--- src/rtl/rsr_pkg.sv ---
// constants shared by the radio serial receiver
package rsr_pkg;
  // ----------------------------------------------------------------
  // register offsets (byte addresses)
  // ----------------------------------------------------------------
  localparam logic [7:0] OFS_CMD1 = 8'h00;
  localparam logic [7:0] OFS_CMD2 = 8'h04;
  localparam logic [7:0] OFS_CMD3 = 8'h08;
  localparam logic [7:0] OFS_RXDATA = 8'h0C;
  localparam logic [7:0] OFS_STATUS = 8'h10;
  localparam logic [7:0] OFS_MASK = 8'h14;
  // ----------------------------------------------------------------
  // field positions
  // ----------------------------------------------------------------
  localparam int FINE_LSB = 0;
  localparam int COARSE_LSB = 4;
  localparam int RXEN_BIT = 0;
  localparam int TXEN_BIT = 1;
  localparam int CODEC_BIT = 2;
  localparam int LCODE_LSB = 4;
  localparam int START_LSB = 0;
  localparam int ISRC_LSB = 2;
  localparam int EXTCLK_BIT = 5;
  localparam int ST_START = 0;
  localparam int ST_BYTE = 1;
  localparam int ST_FULL = 2;
  localparam int ST_OVR = 3;
  localparam int LEVEL_LSB = 4;
  // ----------------------------------------------------------------
  // reset values
  // ----------------------------------------------------------------
  localparam logic [7:0] CMD1_RST = 8'h00;
  localparam logic [7:0] CMD2_RST = 8'h00;
  localparam logic [7:0] CMD3_RST = 8'h00;
  localparam logic [3:0] MASK_RST = 4'h0;
  // ----------------------------------------------------------------
  // codes and timing
  // ----------------------------------------------------------------
  localparam logic [2:0] LC_NRZ_MARK = 3'h1;
  localparam logic [2:0] LC_MANCH_LEVEL = 3'h3;
  localparam logic [1:0] SD_VIOLATION = 2'h1;
  localparam logic [1:0] SD_PATTERN = 2'h2;
  localparam int OVERSAMPLE = 16;
  localparam logic [3:0] OVS_MID = 4'h7;
  localparam int FIFO_DEPTH = 4;
endpackage : rsr_pkg

--- src/rtl/rsr_fifo.sv ---
// small byte fifo built from flip-flops
`timescale 1ns/10ps
module rsr_fifo #(
  parameter int WIDTH = 8,
  parameter int DEPTH = 4,
  parameter int AW = $clog2(DEPTH)
) (
  // clock and control
  input wire logic clk_i,
  input wire logic rst_n_i,
  input wire logic ce_i,
  input wire logic flush_i,
  // fill side
  input wire logic push_i,
  input wire logic [WIDTH-1:0] data_i,
  output logic full_o,
  // drain side
  input wire logic pop_i,
  output logic [WIDTH-1:0] data_o,
  output logic empty_o,
  output logic [AW:0] level_o
);
  logic [WIDTH-1:0] mem_q [DEPTH];
  logic [AW-1:0] wr_q;
  logic [AW-1:0] rd_q;
  logic [AW:0] cnt_q;
  logic do_push;
  logic do_pop;

  assign full_o = (cnt_q == (AW+1)'(DEPTH));
  assign empty_o = (cnt_q == '0);
  assign do_push = push_i && !full_o;
  assign do_pop = pop_i && !empty_o;
  assign data_o = mem_q[rd_q];
  assign level_o = cnt_q;

  always_ff @(posedge clk_i) begin
    if (ce_i && do_push) begin
      mem_q[wr_q] <= data_i;
    end
  end

  // oldest byte leaves first [RULE_15]
  always_ff @(posedge clk_i or negedge rst_n_i) begin
    if (!rst_n_i) begin
      wr_q <= '0;
      rd_q <= '0;
      cnt_q <= '0;
    end else if (ce_i) begin
      if (flush_i) begin
        wr_q <= '0;
        rd_q <= '0;
        cnt_q <= '0;
      end else begin
        if (do_push) wr_q <= AW'(wr_q + 1'b1);
        if (do_pop) rd_q <= AW'(rd_q + 1'b1);
        cnt_q <= (AW+1)'(cnt_q + do_push - do_pop);
      end
    end
  end
endmodule : rsr_fifo

--- src/rtl/rsr_top.sv ---
// radio serial receiver with wishbone register slave
// Contract
// [RULE_01] receive only when rx on, tx off
// [RULE_02] baud equals clock over sixteen times factor
// [RULE_03] coarse 00 factor is fine plus one
// [RULE_04] manchester symbols run at twice bit rate
// [RULE_05] select 0 ignores external bit clock
// [RULE_06] codec on: 001 nrz mark, 011 manchester
// [RULE_07] start 10 pattern pin, 01 violation
// [RULE_08] source 001 start irq, 100 full irq
// [RULE_09] four byte fifo, each read pops
// [RULE_10] byte into full fifo dropped, overrun set
// [RULE_11] start detection flushes the receive fifo
// [RULE_12] host services full irq before next byte
// [RULE_13] host ignores data before first start
// [RULE_14] host start, then full, then restore
// [RULE_15] fifo returns bytes oldest first
`timescale 1ns/10ps
module rsr_top (
  // clock, reset, enable
  input wire logic clock_i,
  input wire logic reset_n_i,
  input wire logic ce_i,
  // wishbone slave
  input wire logic wb_cyc_i,
  input wire logic wb_stb_i,
  input wire logic wb_we_i,
  input wire logic [7:0] wb_adr_i,
  input wire logic [3:0] wb_sel_i,
  input wire logic [31:0] wb_dat_i,
  output logic [31:0] wb_dat_o,
  output logic wb_ack_o,
  // radio link
  input wire logic rx_data_i,
  input wire logic rx_bitclk_i,
  input wire logic rx_pattern_i,
  // interrupt
  output logic irq_o
);
  // ----------------------------------------------------------------
  // reset release
  // ----------------------------------------------------------------
  logic [1:0] rst_sync_q;
  logic rst_n;

  always_ff @(posedge clock_i or negedge reset_n_i) begin
    if (!reset_n_i) rst_sync_q <= 2'h0;
    else rst_sync_q <= {rst_sync_q[0], 1'b1};
  end
  assign rst_n = rst_sync_q[1];

  // ----------------------------------------------------------------
  // register fields
  // ----------------------------------------------------------------
  logic [7:0] cmd1_q;
  logic [7:0] cmd2_q;
  logic [7:0] cmd3_q;
  logic [3:0] mask_q;
  logic [3:0] status_q;
  logic [3:0] fine;
  logic [1:0] coarse;
  logic active;
  logic codec_en;
  logic [2:0] lcode;
  logic [1:0] start_sel;
  logic [2:0] isrc;
  logic ext_clk_sel;

  assign fine = cmd1_q[rsr_pkg::FINE_LSB +: 4];
  assign coarse = cmd1_q[rsr_pkg::COARSE_LSB +: 2];
  assign active = cmd2_q[rsr_pkg::RXEN_BIT]
                  && !cmd2_q[rsr_pkg::TXEN_BIT]; // [RULE_01]
  assign codec_en = cmd2_q[rsr_pkg::CODEC_BIT];
  assign lcode = cmd2_q[rsr_pkg::LCODE_LSB +: 3];
  assign start_sel = cmd3_q[rsr_pkg::START_LSB +: 2];
  assign isrc = cmd3_q[rsr_pkg::ISRC_LSB +: 3];
  assign ext_clk_sel = cmd3_q[rsr_pkg::EXTCLK_BIT];

  // ----------------------------------------------------------------
  // baud generator
  // ----------------------------------------------------------------
  // coarse steps are powers of four, so 00 leaves fine+1 alone
  logic [10:0] factor;
  logic [10:0] pre_q;
  logic [3:0] ovs_q;
  logic tick;
  logic rx_prev_q;
  logic line_edge;
  logic int_stb;
  logic clk_prev_q;
  logic ext_stb;
  logic sym_stb;
  logic sym_val;

  assign factor = 11'({7'h00, fine} + 11'h001) << {coarse, 1'b0}; // [RULE_03]
  assign tick = (pre_q >= 11'(factor - 11'h001));
  assign line_edge = rx_data_i ^ rx_prev_q;
  // sixteen ticks per symbol [RULE_02]
  assign int_stb = tick && (ovs_q == rsr_pkg::OVS_MID);
  assign ext_stb = rx_bitclk_i && !clk_prev_q;
  // external bit clock only when selected [RULE_05]
  assign sym_stb = active && (ext_clk_sel ? ext_stb : int_stb);
  assign sym_val = rx_data_i;

  always_ff @(posedge clock_i or negedge rst_n) begin
    if (!rst_n) begin
      pre_q <= 11'h000;
      ovs_q <= 4'h0;
      rx_prev_q <= 1'b0;
      clk_prev_q <= 1'b0;
    end else if (ce_i) begin
      rx_prev_q <= rx_data_i;
      clk_prev_q <= rx_bitclk_i;
      pre_q <= tick ? 11'h000 : 11'(pre_q + 11'h001);
      // realign sampling point on every line edge
      if (line_edge) ovs_q <= 4'h0;
      else if (tick) ovs_q <= 4'(ovs_q + 4'h1);
    end
  end

  // ----------------------------------------------------------------
  // line decoder
  // ----------------------------------------------------------------
  // manchester pairs two symbols per bit, so the baud generator
  // must be set to twice the bit rate by software
  logic manch;
  logic nrz_mark;
  logic last_sym_q;
  logic half_q;
  logic first_q;
  logic violation;
  logic bit_stb;
  logic bit_val;

  assign manch = codec_en && (lcode == rsr_pkg::LC_MANCH_LEVEL); // [RULE_06]
  assign nrz_mark = codec_en && (lcode == rsr_pkg::LC_NRZ_MARK); // [RULE_06]
  assign violation = manch && sym_stb && half_q
                     && (first_q == sym_val); // [RULE_04]
  assign bit_stb = manch ? (sym_stb && half_q && !violation) : sym_stb;
  assign bit_val = manch ? first_q
                 : nrz_mark ? (sym_val ^ last_sym_q) : sym_val;

  always_ff @(posedge clock_i or negedge rst_n) begin
    if (!rst_n) begin
      last_sym_q <= 1'b0;
      half_q <= 1'b0;
      first_q <= 1'b0;
    end else if (ce_i && sym_stb) begin
      last_sym_q <= sym_val;
      // a violation drops pairing so the next symbol starts a bit
      if (!manch || violation) begin
        half_q <= 1'b0;
      end else begin
        half_q <= !half_q;
        if (!half_q) first_q <= sym_val;
      end
    end
  end

  // ----------------------------------------------------------------
  // start detection and byte assembly
  // ----------------------------------------------------------------
  logic pat_prev_q;
  logic start_ev;
  logic [7:0] shift_q;
  logic [2:0] bcnt_q;
  logic byte_done;
  logic [7:0] byte_val;

  assign start_ev = active
    && (((start_sel == rsr_pkg::SD_PATTERN)
         && rx_pattern_i && !pat_prev_q)
     || ((start_sel == rsr_pkg::SD_VIOLATION) && violation)); // [RULE_07]
  assign byte_done = active && bit_stb && !start_ev && (bcnt_q == 3'h7);
  assign byte_val = {shift_q[6:0], bit_val};

  always_ff @(posedge clock_i or negedge rst_n) begin
    if (!rst_n) begin
      pat_prev_q <= 1'b0;
      shift_q <= 8'h00;
      bcnt_q <= 3'h0;
    end else if (ce_i) begin
      pat_prev_q <= rx_pattern_i;
      if (start_ev || !active) begin
        bcnt_q <= 3'h0;
      end else if (bit_stb) begin
        shift_q <= byte_val;
        bcnt_q <= 3'(bcnt_q + 3'h1);
      end
    end
  end

  // ----------------------------------------------------------------
  // receive fifo
  // ----------------------------------------------------------------
  logic fifo_full;
  logic fifo_empty;
  logic [7:0] fifo_data;
  logic [2:0] fifo_level;
  logic fifo_pop;
  logic overrun_ev;
  logic full_prev_q;
  logic full_ev;

  // byte into a full fifo is refused by the fifo [RULE_10]
  assign overrun_ev = byte_done && fifo_full; // [RULE_10]
  assign full_ev = fifo_full && !full_prev_q;

  rsr_fifo #(
    .WIDTH(8),
    .DEPTH(rsr_pkg::FIFO_DEPTH),
    .AW(2)
  ) u_fifo (
    .clk_i(clock_i),
    .rst_n_i(rst_n),
    .ce_i(ce_i),
    .flush_i(start_ev), // [RULE_11]
    .push_i(byte_done), // [RULE_09]
    .data_i(byte_val),
    .full_o(fifo_full),
    .pop_i(fifo_pop),
    .data_o(fifo_data),
    .empty_o(fifo_empty),
    .level_o(fifo_level)
  );

  always_ff @(posedge clock_i or negedge rst_n) begin
    if (!rst_n) full_prev_q <= 1'b0;
    else if (ce_i) full_prev_q <= fifo_full;
  end

  // ----------------------------------------------------------------
  // wishbone slave
  // ----------------------------------------------------------------
  logic req;
  logic ack_q;
  logic [31:0] dat_q;
  logic wr_take;
  logic rd_take;
  logic hit_cmd1;
  logic hit_cmd2;
  logic hit_cmd3;
  logic hit_rx;
  logic hit_st;
  logic hit_mask;
  logic [7:0] rd_byte;
  logic [3:0] events;
  logic [3:0] st_clr;
  logic [3:0] src_gate;

  assign req = wb_cyc_i && wb_stb_i;
  assign wr_take = req && wb_we_i && ack_q && wb_sel_i[0];
  assign rd_take = req && !wb_we_i && !ack_q;
  assign hit_cmd1 = (wb_adr_i == rsr_pkg::OFS_CMD1);
  assign hit_cmd2 = (wb_adr_i == rsr_pkg::OFS_CMD2);
  assign hit_cmd3 = (wb_adr_i == rsr_pkg::OFS_CMD3);
  assign hit_rx = (wb_adr_i == rsr_pkg::OFS_RXDATA);
  assign hit_st = (wb_adr_i == rsr_pkg::OFS_STATUS);
  assign hit_mask = (wb_adr_i == rsr_pkg::OFS_MASK);
  // every read of the data register while the fifo is not empty removes one byte [RULE_09]
  assign fifo_pop = rd_take && hit_rx;
  assign rd_byte = hit_cmd1 ? cmd1_q
                 : hit_cmd2 ? cmd2_q
                 : hit_cmd3 ? cmd3_q
                 : hit_rx ? (fifo_empty ? 8'h00 : fifo_data)
                 : hit_st ? {1'b0, fifo_level, status_q}
                 : hit_mask ? {4'h0, mask_q}
                 : 8'h00;
  assign wb_ack_o = ack_q;
  assign wb_dat_o = dat_q;

  always_ff @(posedge clock_i or negedge rst_n) begin
    if (!rst_n) begin
      ack_q <= 1'b0;
      dat_q <= 32'h0000_0000;
    end else if (ce_i) begin
      ack_q <= req && !ack_q;
      if (rd_take) dat_q <= {24'h00_0000, rd_byte};
    end
  end

  always_ff @(posedge clock_i or negedge rst_n) begin
    if (!rst_n) begin
      cmd1_q <= rsr_pkg::CMD1_RST;
      cmd2_q <= rsr_pkg::CMD2_RST;
      cmd3_q <= rsr_pkg::CMD3_RST;
      mask_q <= rsr_pkg::MASK_RST;
    end else if (ce_i && wr_take) begin
      if (hit_cmd1) cmd1_q <= wb_dat_i[7:0];
      if (hit_cmd2) cmd2_q <= wb_dat_i[7:0];
      if (hit_cmd3) cmd3_q <= wb_dat_i[7:0];
      if (hit_mask) mask_q <= wb_dat_i[3:0];
    end
  end

  // ----------------------------------------------------------------
  // interrupt status
  // ----------------------------------------------------------------
  // sticky events; a new event beats a write-one clear
  assign events = {overrun_ev, full_ev, byte_done, start_ev};
  assign st_clr = (wr_take && hit_st) ? wb_dat_i[3:0] : 4'h0;
  // source field picks which of start, byte and full may interrupt; overrun always may [RULE_08]
  assign src_gate = {1'b1, isrc[2], isrc[1], isrc[0]};
  assign irq_o = |(status_q & mask_q & src_gate);

  always_ff @(posedge clock_i or negedge rst_n) begin
    if (!rst_n) status_q <= 4'h0;
    else if (ce_i) status_q <= (status_q & ~st_clr) | events; // [RULE_10]
  end
endmodule : rsr_top

--- config.mk ---
export PLATFORM = sky130hd
export DESIGN_NAME = rsr_top
export DESIGN_NICKNAME = d
export VERILOG_FILES = /design/src/rtl/rsr_pkg.sv /design/src/rtl/rsr_fifo.sv /design/src/rtl/rsr_top.sv
export SDC_FILE = /design/constraint.sdc
export NUM_CORES = 1
export LEC_CHECK = 0
export BUFFER_PORTS_ARGS = -buffer_cell sky130_fd_sc_hd__buf_2
export CORE_MARGIN = 2
export CORE_UTILIZATION = 54
export DETAILED_ROUTE_END_ITERATION = 8
export PLACE_DENSITY = 0.74
export SLEW_MARGIN = 10
export SYNTH_ARGS = -nofsm -noshare
export SYNTH_HDL_FRONTEND = slang
export SYNTH_SLANG_ARGS = --single-unit
export TNS_END_PERCENT = 30
--- constraint.sdc ---
create_clock -name clock_i -period 3.1 [get_ports clock_i]
set_input_delay 0.155 -clock clock_i [delete_from_list [all_inputs] [get_ports clock_i]]
set_output_delay 0.155 -clock clock_i [all_outputs]
set_load 0.02 [all_outputs]
==> results of run 1 <==
[final cells by class]
class                      count  area [sq um]  area share (%)
tap                          143           179            2.29
timing repair buffer         106           753            9.63
multi-input combinational    408          3180            40.7
sequential                   114          3020            38.6
clock buffer                  18           439            5.62
clock inverter                13           185            2.37
inverter                      16          60.1           0.768
[cell families after synthesis]
group | share of synthesized area (%)
other cells | 0.122
xor+xnor | 2.41
fa+ha+maj | 4.99
simple gates | 14.6
flops | 48.9
buf+inv | 5.34
mux | 12.2
compound gates | 11.4
[path summary, 6_finish.rpt]
kind	start	to	slack [ps]	cells after the start
max in group asynchronous	rst_sync_q[1]	wb_dat_o[0]	2040	1
min in group asynchronous	reset_n_i	rst_sync_q[1]	60	2
setup / recovery	cmd1_q[0]	u_fifo.level_o[2]	-1370	22
hold / removal	wb_dat_i[4]	cmd1_q[4]	4	2
setup reg to reg	cmd1_q[0]	u_fifo.level_o[2]	-1370	22
hold reg to reg	rst_sync_q[0]	rst_sync_q[1]	350	0
[critical path, cell delays in order (launching register included)]
cell and delay [ps]:
dfrtp_2 440, ha_4 190, xor2_4 180, mux2i_1 170, o22ai_2 120, nor3_2 140
o211a_2 240, and3_4 190, a41oi_2 40, ha_4 310, and4_1 210, and3_4 200
a21oi_2 50, a21oi_2 150, nand2_1 80, or3_4 440, nor2_4 110, ha_4 130
inv_2 30, fa_2 320, xnor2_1 130, or4_1 420, o221ai_2 80
[power by group through the flow]
| stage | clock, W | sequential, W | combinational (W) |
|---|---|---|---|
| floorplan | 0 | 0.00170 | 0.000322 |
| global placement | 0 | 0.00169 | 0.000437 |
| detailed placement | 0 | 0.00169 | 0.000460 |
| CTS | 0.00208 | 0.00167 | 0.000508 |
| global route | 0.00216 | 0.00168 | 0.000567 |
| finish | 0.00207 | 0.00167 | 0.000520 |
[registers in the layout (all words and copies together), names as in the netlist]
name / count
wb_dat_o: 8
u_fifo.rd_q: 2
shift_q: 7
pre_q: 11
cmd2_q: 8
rst_sync_q: 2
clk_prev_q: 1
half_q: 1
bcnt_q: 3
mask_q: 4
u_fifo.wr_q: 2
first_q: 1
u_fifo.level_o: 3
wb_ack_o: 1
rx_prev_q: 1
pat_prev_q: 1
last_sym_q: 1
u_fifo.mem_q: 32
cmd3_q: 8
ovs_q: 4
full_prev_q: 1
status_q: 4
cmd1_q: 8
[through the flow]
stage | total power (W) | hold WS (ps) | cell area [sq um] | util, %
2_1_floorplan | 0.00202 | -141 | 6340 | -
3_3_place_gp | 0.00213 | -59.0 | 6880 | 61.1
3_5_place_dp | 0.00215 | -57.0 | 6880 | 61.1
4_1_cts | 0.00426 | 1.66 | 7720 | 68.5
5_1_grt | 0.00441 | 5.62 | 7820 | 69.4
6_report | 0.00426 | 4.48 | 7820 | 69.4
[synthesized netlist by cell type (4+ instances only)]
| cell type | count |
|---|---|
| dfrtp_1 | 82 |
| nand2_1 | 52 |
| o21ai_0 | 40 |
| nor2_1 | 33 |
| edfxtp_1 | 32 |
| mux2_2 | 32 |
| buf_4 | 25 |
| ha_1 | 23 |
| nand3_1 | 22 |
| a21oi_1 | 21 |
| inv_1 | 16 |
| xor2_1 | 13 |
| nor3_1 | 12 |
| mux2_1 | 10 |
| mux2i_1 | 10 |
| and3_1 | 9 |
| clkbuf_1 | 9 |
| mux4_2 | 8 |
| and2_1 | 7 |
| a21o_1 | 5 |
| nand2b_1 | 5 |
| o22ai_1 | 5 |
| a22o_1 | 4 |
| a22oi_1 | 4 |
| buf_2 | 4 |
| nor2b_1 | 4 |
| or3_1 | 4 |
| or4_1 | 4 |
| xnor2_1 | 4 |
[per-layer routing]
| metal | GRT usage, % | vias up | wire, microns |
|---|---|---|---|
| li1 | - | 2200 | - |
| met4 | 10.3 | 0 | 410 |
| met3 | 6.72 | 39 | 896 |
| met2 | 41.5 | 205 | 7450 |
| met5 | 0 | - | 0 |
| met1 | 32.5 | 2381 | 6290 |
[cells in the final DEF (no fill, tap or decap), drive strengths merged, types with 10 or more instances in the layout]
master | Yosys | final
nand3 | 25 | 25
buf | 32 | 103
dfrtp | 82 | 82
clkbuf | 9 | 18
ha | 23 | 23
nor2 | 35 | 35
mux2 | 42 | 42
edfxtp | 32 | 32
xor2 | 13 | 13
nor3 | 14 | 14
mux2i | 10 | 10
conb | 2 | 25
inv | 16 | 17
nand2 | 53 | 53
o21ai | 43 | 43
a21oi | 23 | 23
[what timing repair did]
| item | in CTS | in global routing |
|---|---|---|
| gates resized for setup | 32 | 19 |
| hold buffers | 3 | 0 |
| setup endpoints to repair | 70 | 70 |
| endpoints found under the hold margin | 6 | 0 |
| buffers inserted | 6 | 3 |
| pin swaps | 17 | 13 |
==> results.yml, run 1 <==
critical_path:
  end_kind: "register"
  cp.required_ps: 3440
  critPathMaxFanout: 5
  start_kind: "register"
  cp.arrival_ps: 4800
  worst-setup-path-type: "register to register"
clocking:
  cts.sinks: 114
  cts-root-buf: "clkbuf_16"
  insertion_delay_ps: 420
  clkTransAtPathRegs_ps: 60
  cts_made_buffers: 17
  cts_tree: "done"
  h-tree-depth: 4
  clock_path_buffers: 2
yosys:
  post_synth_num_cell_types: 70
  netlist_area_sq_mm: 0.00617
  synthesis.instances: 556
  ys_ff_latch: 114
  synth_top_area_share_pct: 33.3
  synth_edf_count: 32
  syn_area_per_cell_sq_um: 11.1
  async_reset_ff_share_pct: 71.9
  yosys_warnings: 0
  synth_top_area_cell: "dfrtp_1"
  synth_ff_type: "dfrtp_1"
  synth.area.top_cells: "dfrtp_1 33%, edfxtp_1 16%, mux2_2 5.8%"
  synth-seq-area-share_pct: 48.9
floorplanning:
  io_pins: 87
  dieArea_sq_mm: 0.0123
  fp.dieH_microns: 111
  rows: 39
  chipWidth_microns: 111
  core_region_area_sq_mm: 0.0113
  start_util_pct: 54.7
timing:
  final_hold_viol_count: 0
  tightest_slew_ps: 746
  fin_crit_sh_pct: 144
  fin_skew_ps: 10.9
  fin_ws_ps: -1370
  layout_min_cycle_time_ps: 4470
  tns_ps: -42300
  finalSetupViolCount: 70
  slew_viol_final: 0
  max_freq_mhz: 224
  rsz0062_at_grt: "yes"
  relSlewSlack_pct: 49.9
finish:
  nFillCells: 755
  area_delta_synth_final_pct: 26.8
  fin_nets: 740
  finalNonFillerCells: 818
  n_antenna_cell: 0
  drive_above_1_share_pct: 35.4
detailed_routing:
  wl_per_cell_microns: 18.4
  ant_nets: 0
  drcViolationCount: 0
  vias: 4825
  vias_per_cell: 5.90
  drtIter0Drc: 386
  first_pass_iters: 5
  wirelength_mm: 15.1
status:
  status: "finished with violations"
  failed_checks: "setup timing"
global_routing:
  grt_max_degree: 51
  grt_pass1_wl_mm: 24.6
  track_usage_pct: 25.5
  grt_pass1_vias: 4845
  antenna_found_initial: 0
  grt_overflow: 0
power_and_ir_drop:
  p_int_w: 0.00318
  comb_power_share_pct: 12.2
  p_sw_share_pct: 25.3
  powerDensity_mw_per_mm2: 545
  seq_power_share_pct: 39.2
  p_leak_nw: 3.52
  p_sw_w: 0.00108
  ir_worst_vdd_v: 0.000379
  clkPwrFrac_pct: 48.6
placement:
  hpwl_mm: 10.4
  gp_congestion: 0.905
  pre_cts_ws_ps: -1400
  portBuffers: 35
  dp_cells: 777
flow_run:
  maxCapViolations: 0
hold_path:
  hp-class: "input port to register"
(Power assumes the default switching activity.)
==> inputs of run 2 (changes only) <==
Settings changed: CELL_PAD_IN_SITES_DETAIL_PLACEMENT set to 2, CELL_PAD_IN_SITES_GLOBAL_PLACEMENT set to 2, CORE_UTILIZATION 54 to 39, CTS_BUF_LIST set to sky130_fd_sc_hd__clkbuf_8, PLACE_DENSITY 0.74 to 0.8, SKIP_LAST_GASP set to 1.
==> run 2 against run 1 <==
- the run still ends with setup timing left
- routed wire length rose by 55%
- count of clock-buffer cells in the layout fell by 1
- worst setup slack got worse by 410 ps
- flip-flop and latch count did not move
- critical path type unchanged
- largest cell class unchanged
==> results.yml, run 2 (same netlist as run 1, synthesis figures left out) <==
detailed_routing:
  vias_per_cell: 5.68
  wl_per_cell_microns: 25.5
  drtIter0Drc: 267
  drcViolationCount: 0
  vias: 5181
  ant_nets: 0
  first_pass_iters: 5
  wirelength_mm: 23.3
critical_path:
  cp.arrival_ps: 5260
  cp.required_ps: 3480
  critPathLaunch: "cmd1_q[0]"
  end_kind: "register"
  rr_startpoint: "cmd1_q[0]"
  start_kind: "register"
  critPathMaxFanout: 5
  worst-setup-path-type: "register to register"
clocking:
  insertion_delay_ps: 480
  h-tree-depth: 4
  cts_made_buffers: 17
  clkTransAtPathRegs_ps: 90
  cts_tree: "done"
  clock_path_buffers: 2
  cts.sinks: 114
  cts-root-buf: "clkbuf_8"
power_and_ir_drop:
  p_leak_nw: 3.53
  powerDensity_mw_per_mm2: 457
  ir_worst_vdd_v: 0.000342
finish:
  area_delta_synth_final_pct: 27.3
  largest_reg_flops: 32
  final_cell_mix: "78 x dfrtp_1, 78 x buf_4, 48 x nand2_1"
  max_flop_register: "u_fifo.mem_q"
  drive_above_1_share_pct: 37.7
  fin_area_sq_mm: 0.00785
  fin_nets: 765
  reg.largest.list: "u_fifo.mem_q: 32 flops, pre_q: 11 flops"
  n_antenna_cell: 0
  nFillCells: 1509
timing:
  fin_ws_ps: -1770
  hold-worst-slack_ps: 52.3
  fin_skew_ps: 15.0
  finalSetupViolCount: 70
  max_freq_mhz: 205
  final_hold_viol_count: 0
  slew_viol_final: 0
  fin_crit_sh_pct: 157
  rsz0062_at_grt: "yes"
  relSlewSlack_pct: 42.9
  layout_min_cycle_time_ps: 4870
  tightest_slew_ps: 856
hold_path:
  hp-class: "input port to register"
  min_from: "wb_dat_i[2]"
placement:
  dpl-instance-area_sq_mm: 0.00704
  gp_congestion: 0.893
  portBuffers: 35
  hpwl_mm: 14.6
floorplanning:
  chipWidth_microns: 130
  core_region_area_sq_mm: 0.0153
  start_util_pct: 40.3
  io_pins: 87
  fp.dieH_microns: 130
  dieArea_sq_mm: 0.0168
  rows: 45
global_routing:
  grt_overflow: 0
  track_usage_pct: 28.2
  antenna_found_initial: 0
  grt_pass1_wl_mm: 34.6
  grt_pass1_vias: 5825
  grt_max_degree: 61
flow_run:
  maxCapViolations: 0
status:
  failed_checks: "setup timing"
  status: "finished with violations"
run 2: cell count changes in the layout (fill, tap and decap cells not counted), moves of 3 or more:
| cell | change |
|---|---|
| clkbuf_8 | +16 |
| dlygate4sd3_1 | +8 |
| clkbuf_16 | -17 |
| bufinv_16 | -4 |
| buf_4 | +19 |
| nand2_1 | -3 |
| inv_6 | +5 |
| clkinv_4 | +3 |
| nand2_2 | +3 |
run 2: worst paths after layout:
check | cells past startpoint | slack [ps] | to
hold / removal | 2 | 50 | cmd2_q[2]
max in group asynchronous | 1 | 1910 | status_q[3]
setup / recovery | 23 | -1770 | u_fifo.level_o[2]
hold reg to reg | 0 | 350 | rst_sync_q[1]
setup reg to reg | 23 | -1770 | u_fifo.level_o[2]
min in group asynchronous | 0 | 430 | pat_prev_q
run 2: critical path, stage by stage, from the launching register on:
cell and delay, ps:
dfrtp_2 460, ha_4 280, nand2_2 70, ha_2 200, o31ai_4 90, nor3_2 250
o211a_2 280, and3_4 200, a41oi_2 50, ha_4 330, and4_4 240, buf_6 100
nand2_2 70, buf_4 150, a21oi_4 170, nand2_2 90, or3_4 390, nor2_4 120
ha_4 140, inv_2 40, fa_2 340, xnor2_1 160, or4_1 440, o221ai_1 110
run 2: final cells by class:
class                      instances  area [sq um]  area share [%]
inverter                          16          60.1           0.765
clock inverter                    15           125            1.59
timing repair buffer             131           958            12.2
sequential                       114          3020            38.5
clock buffer                      17           234            2.98
multi-input combinational        408          3190            40.6
tap                              211           264            3.36
run 2: metrics by stage:
stage | setup TNS [ps] | setup slack [ps] | total power, W | util [%] | instances
4_1_cts | -53740 | -1520 | 0.00355 | 50.7 | 908
3_3_place_gp | -41930 | -1290 | 0.00215 | 46.0 | 853
5_1_grt | -77890 | -1940 | 0.00373 | 51.2 | 912
3_5_place_dp | -57370 | -1620 | 0.00220 | 46.0 | 853
6_report | -67920 | -1770 | 0.00359 | 51.2 | 912
2_1_floorplan | -30040 | -1280 | 0.00202 | - | 579
run 2: repair_timing:
action | 4_1_cts | 5_1_grt
setup endpoints to repair | 70 | 70
setup buffers | 12 | 4
gates resized for setup | 33 | 16
hold endpoints to repair | 24 | 0
hold buffers | 11 | 0
pin swaps | 16 | 12
run 2: power breakdown:
| group | internal (W) | switching (W) | leakage, nW |
|---|---|---|---|
| Combinational | 0.000240 | 0.000371 | 1.91 |
| Clock | 0.000569 | 0.000728 | 0.178 |
| Sequential | 0.00160 | 0.0000822 | 1.44 |
| Total | 0.00241 | 0.00118 | 3.53 |
run 2: routing by layer:
layer / vias to the layer above / global-route usage (%) / wire, microns
li1: 2243 / - / -
met1: 2748 / 33.5 / 9400
met2: 142 / 50.7 / 12200
met3: 48 / 5.54 / 905
met4: 0 / 10.5 / 779
met5: - / 0 / 0
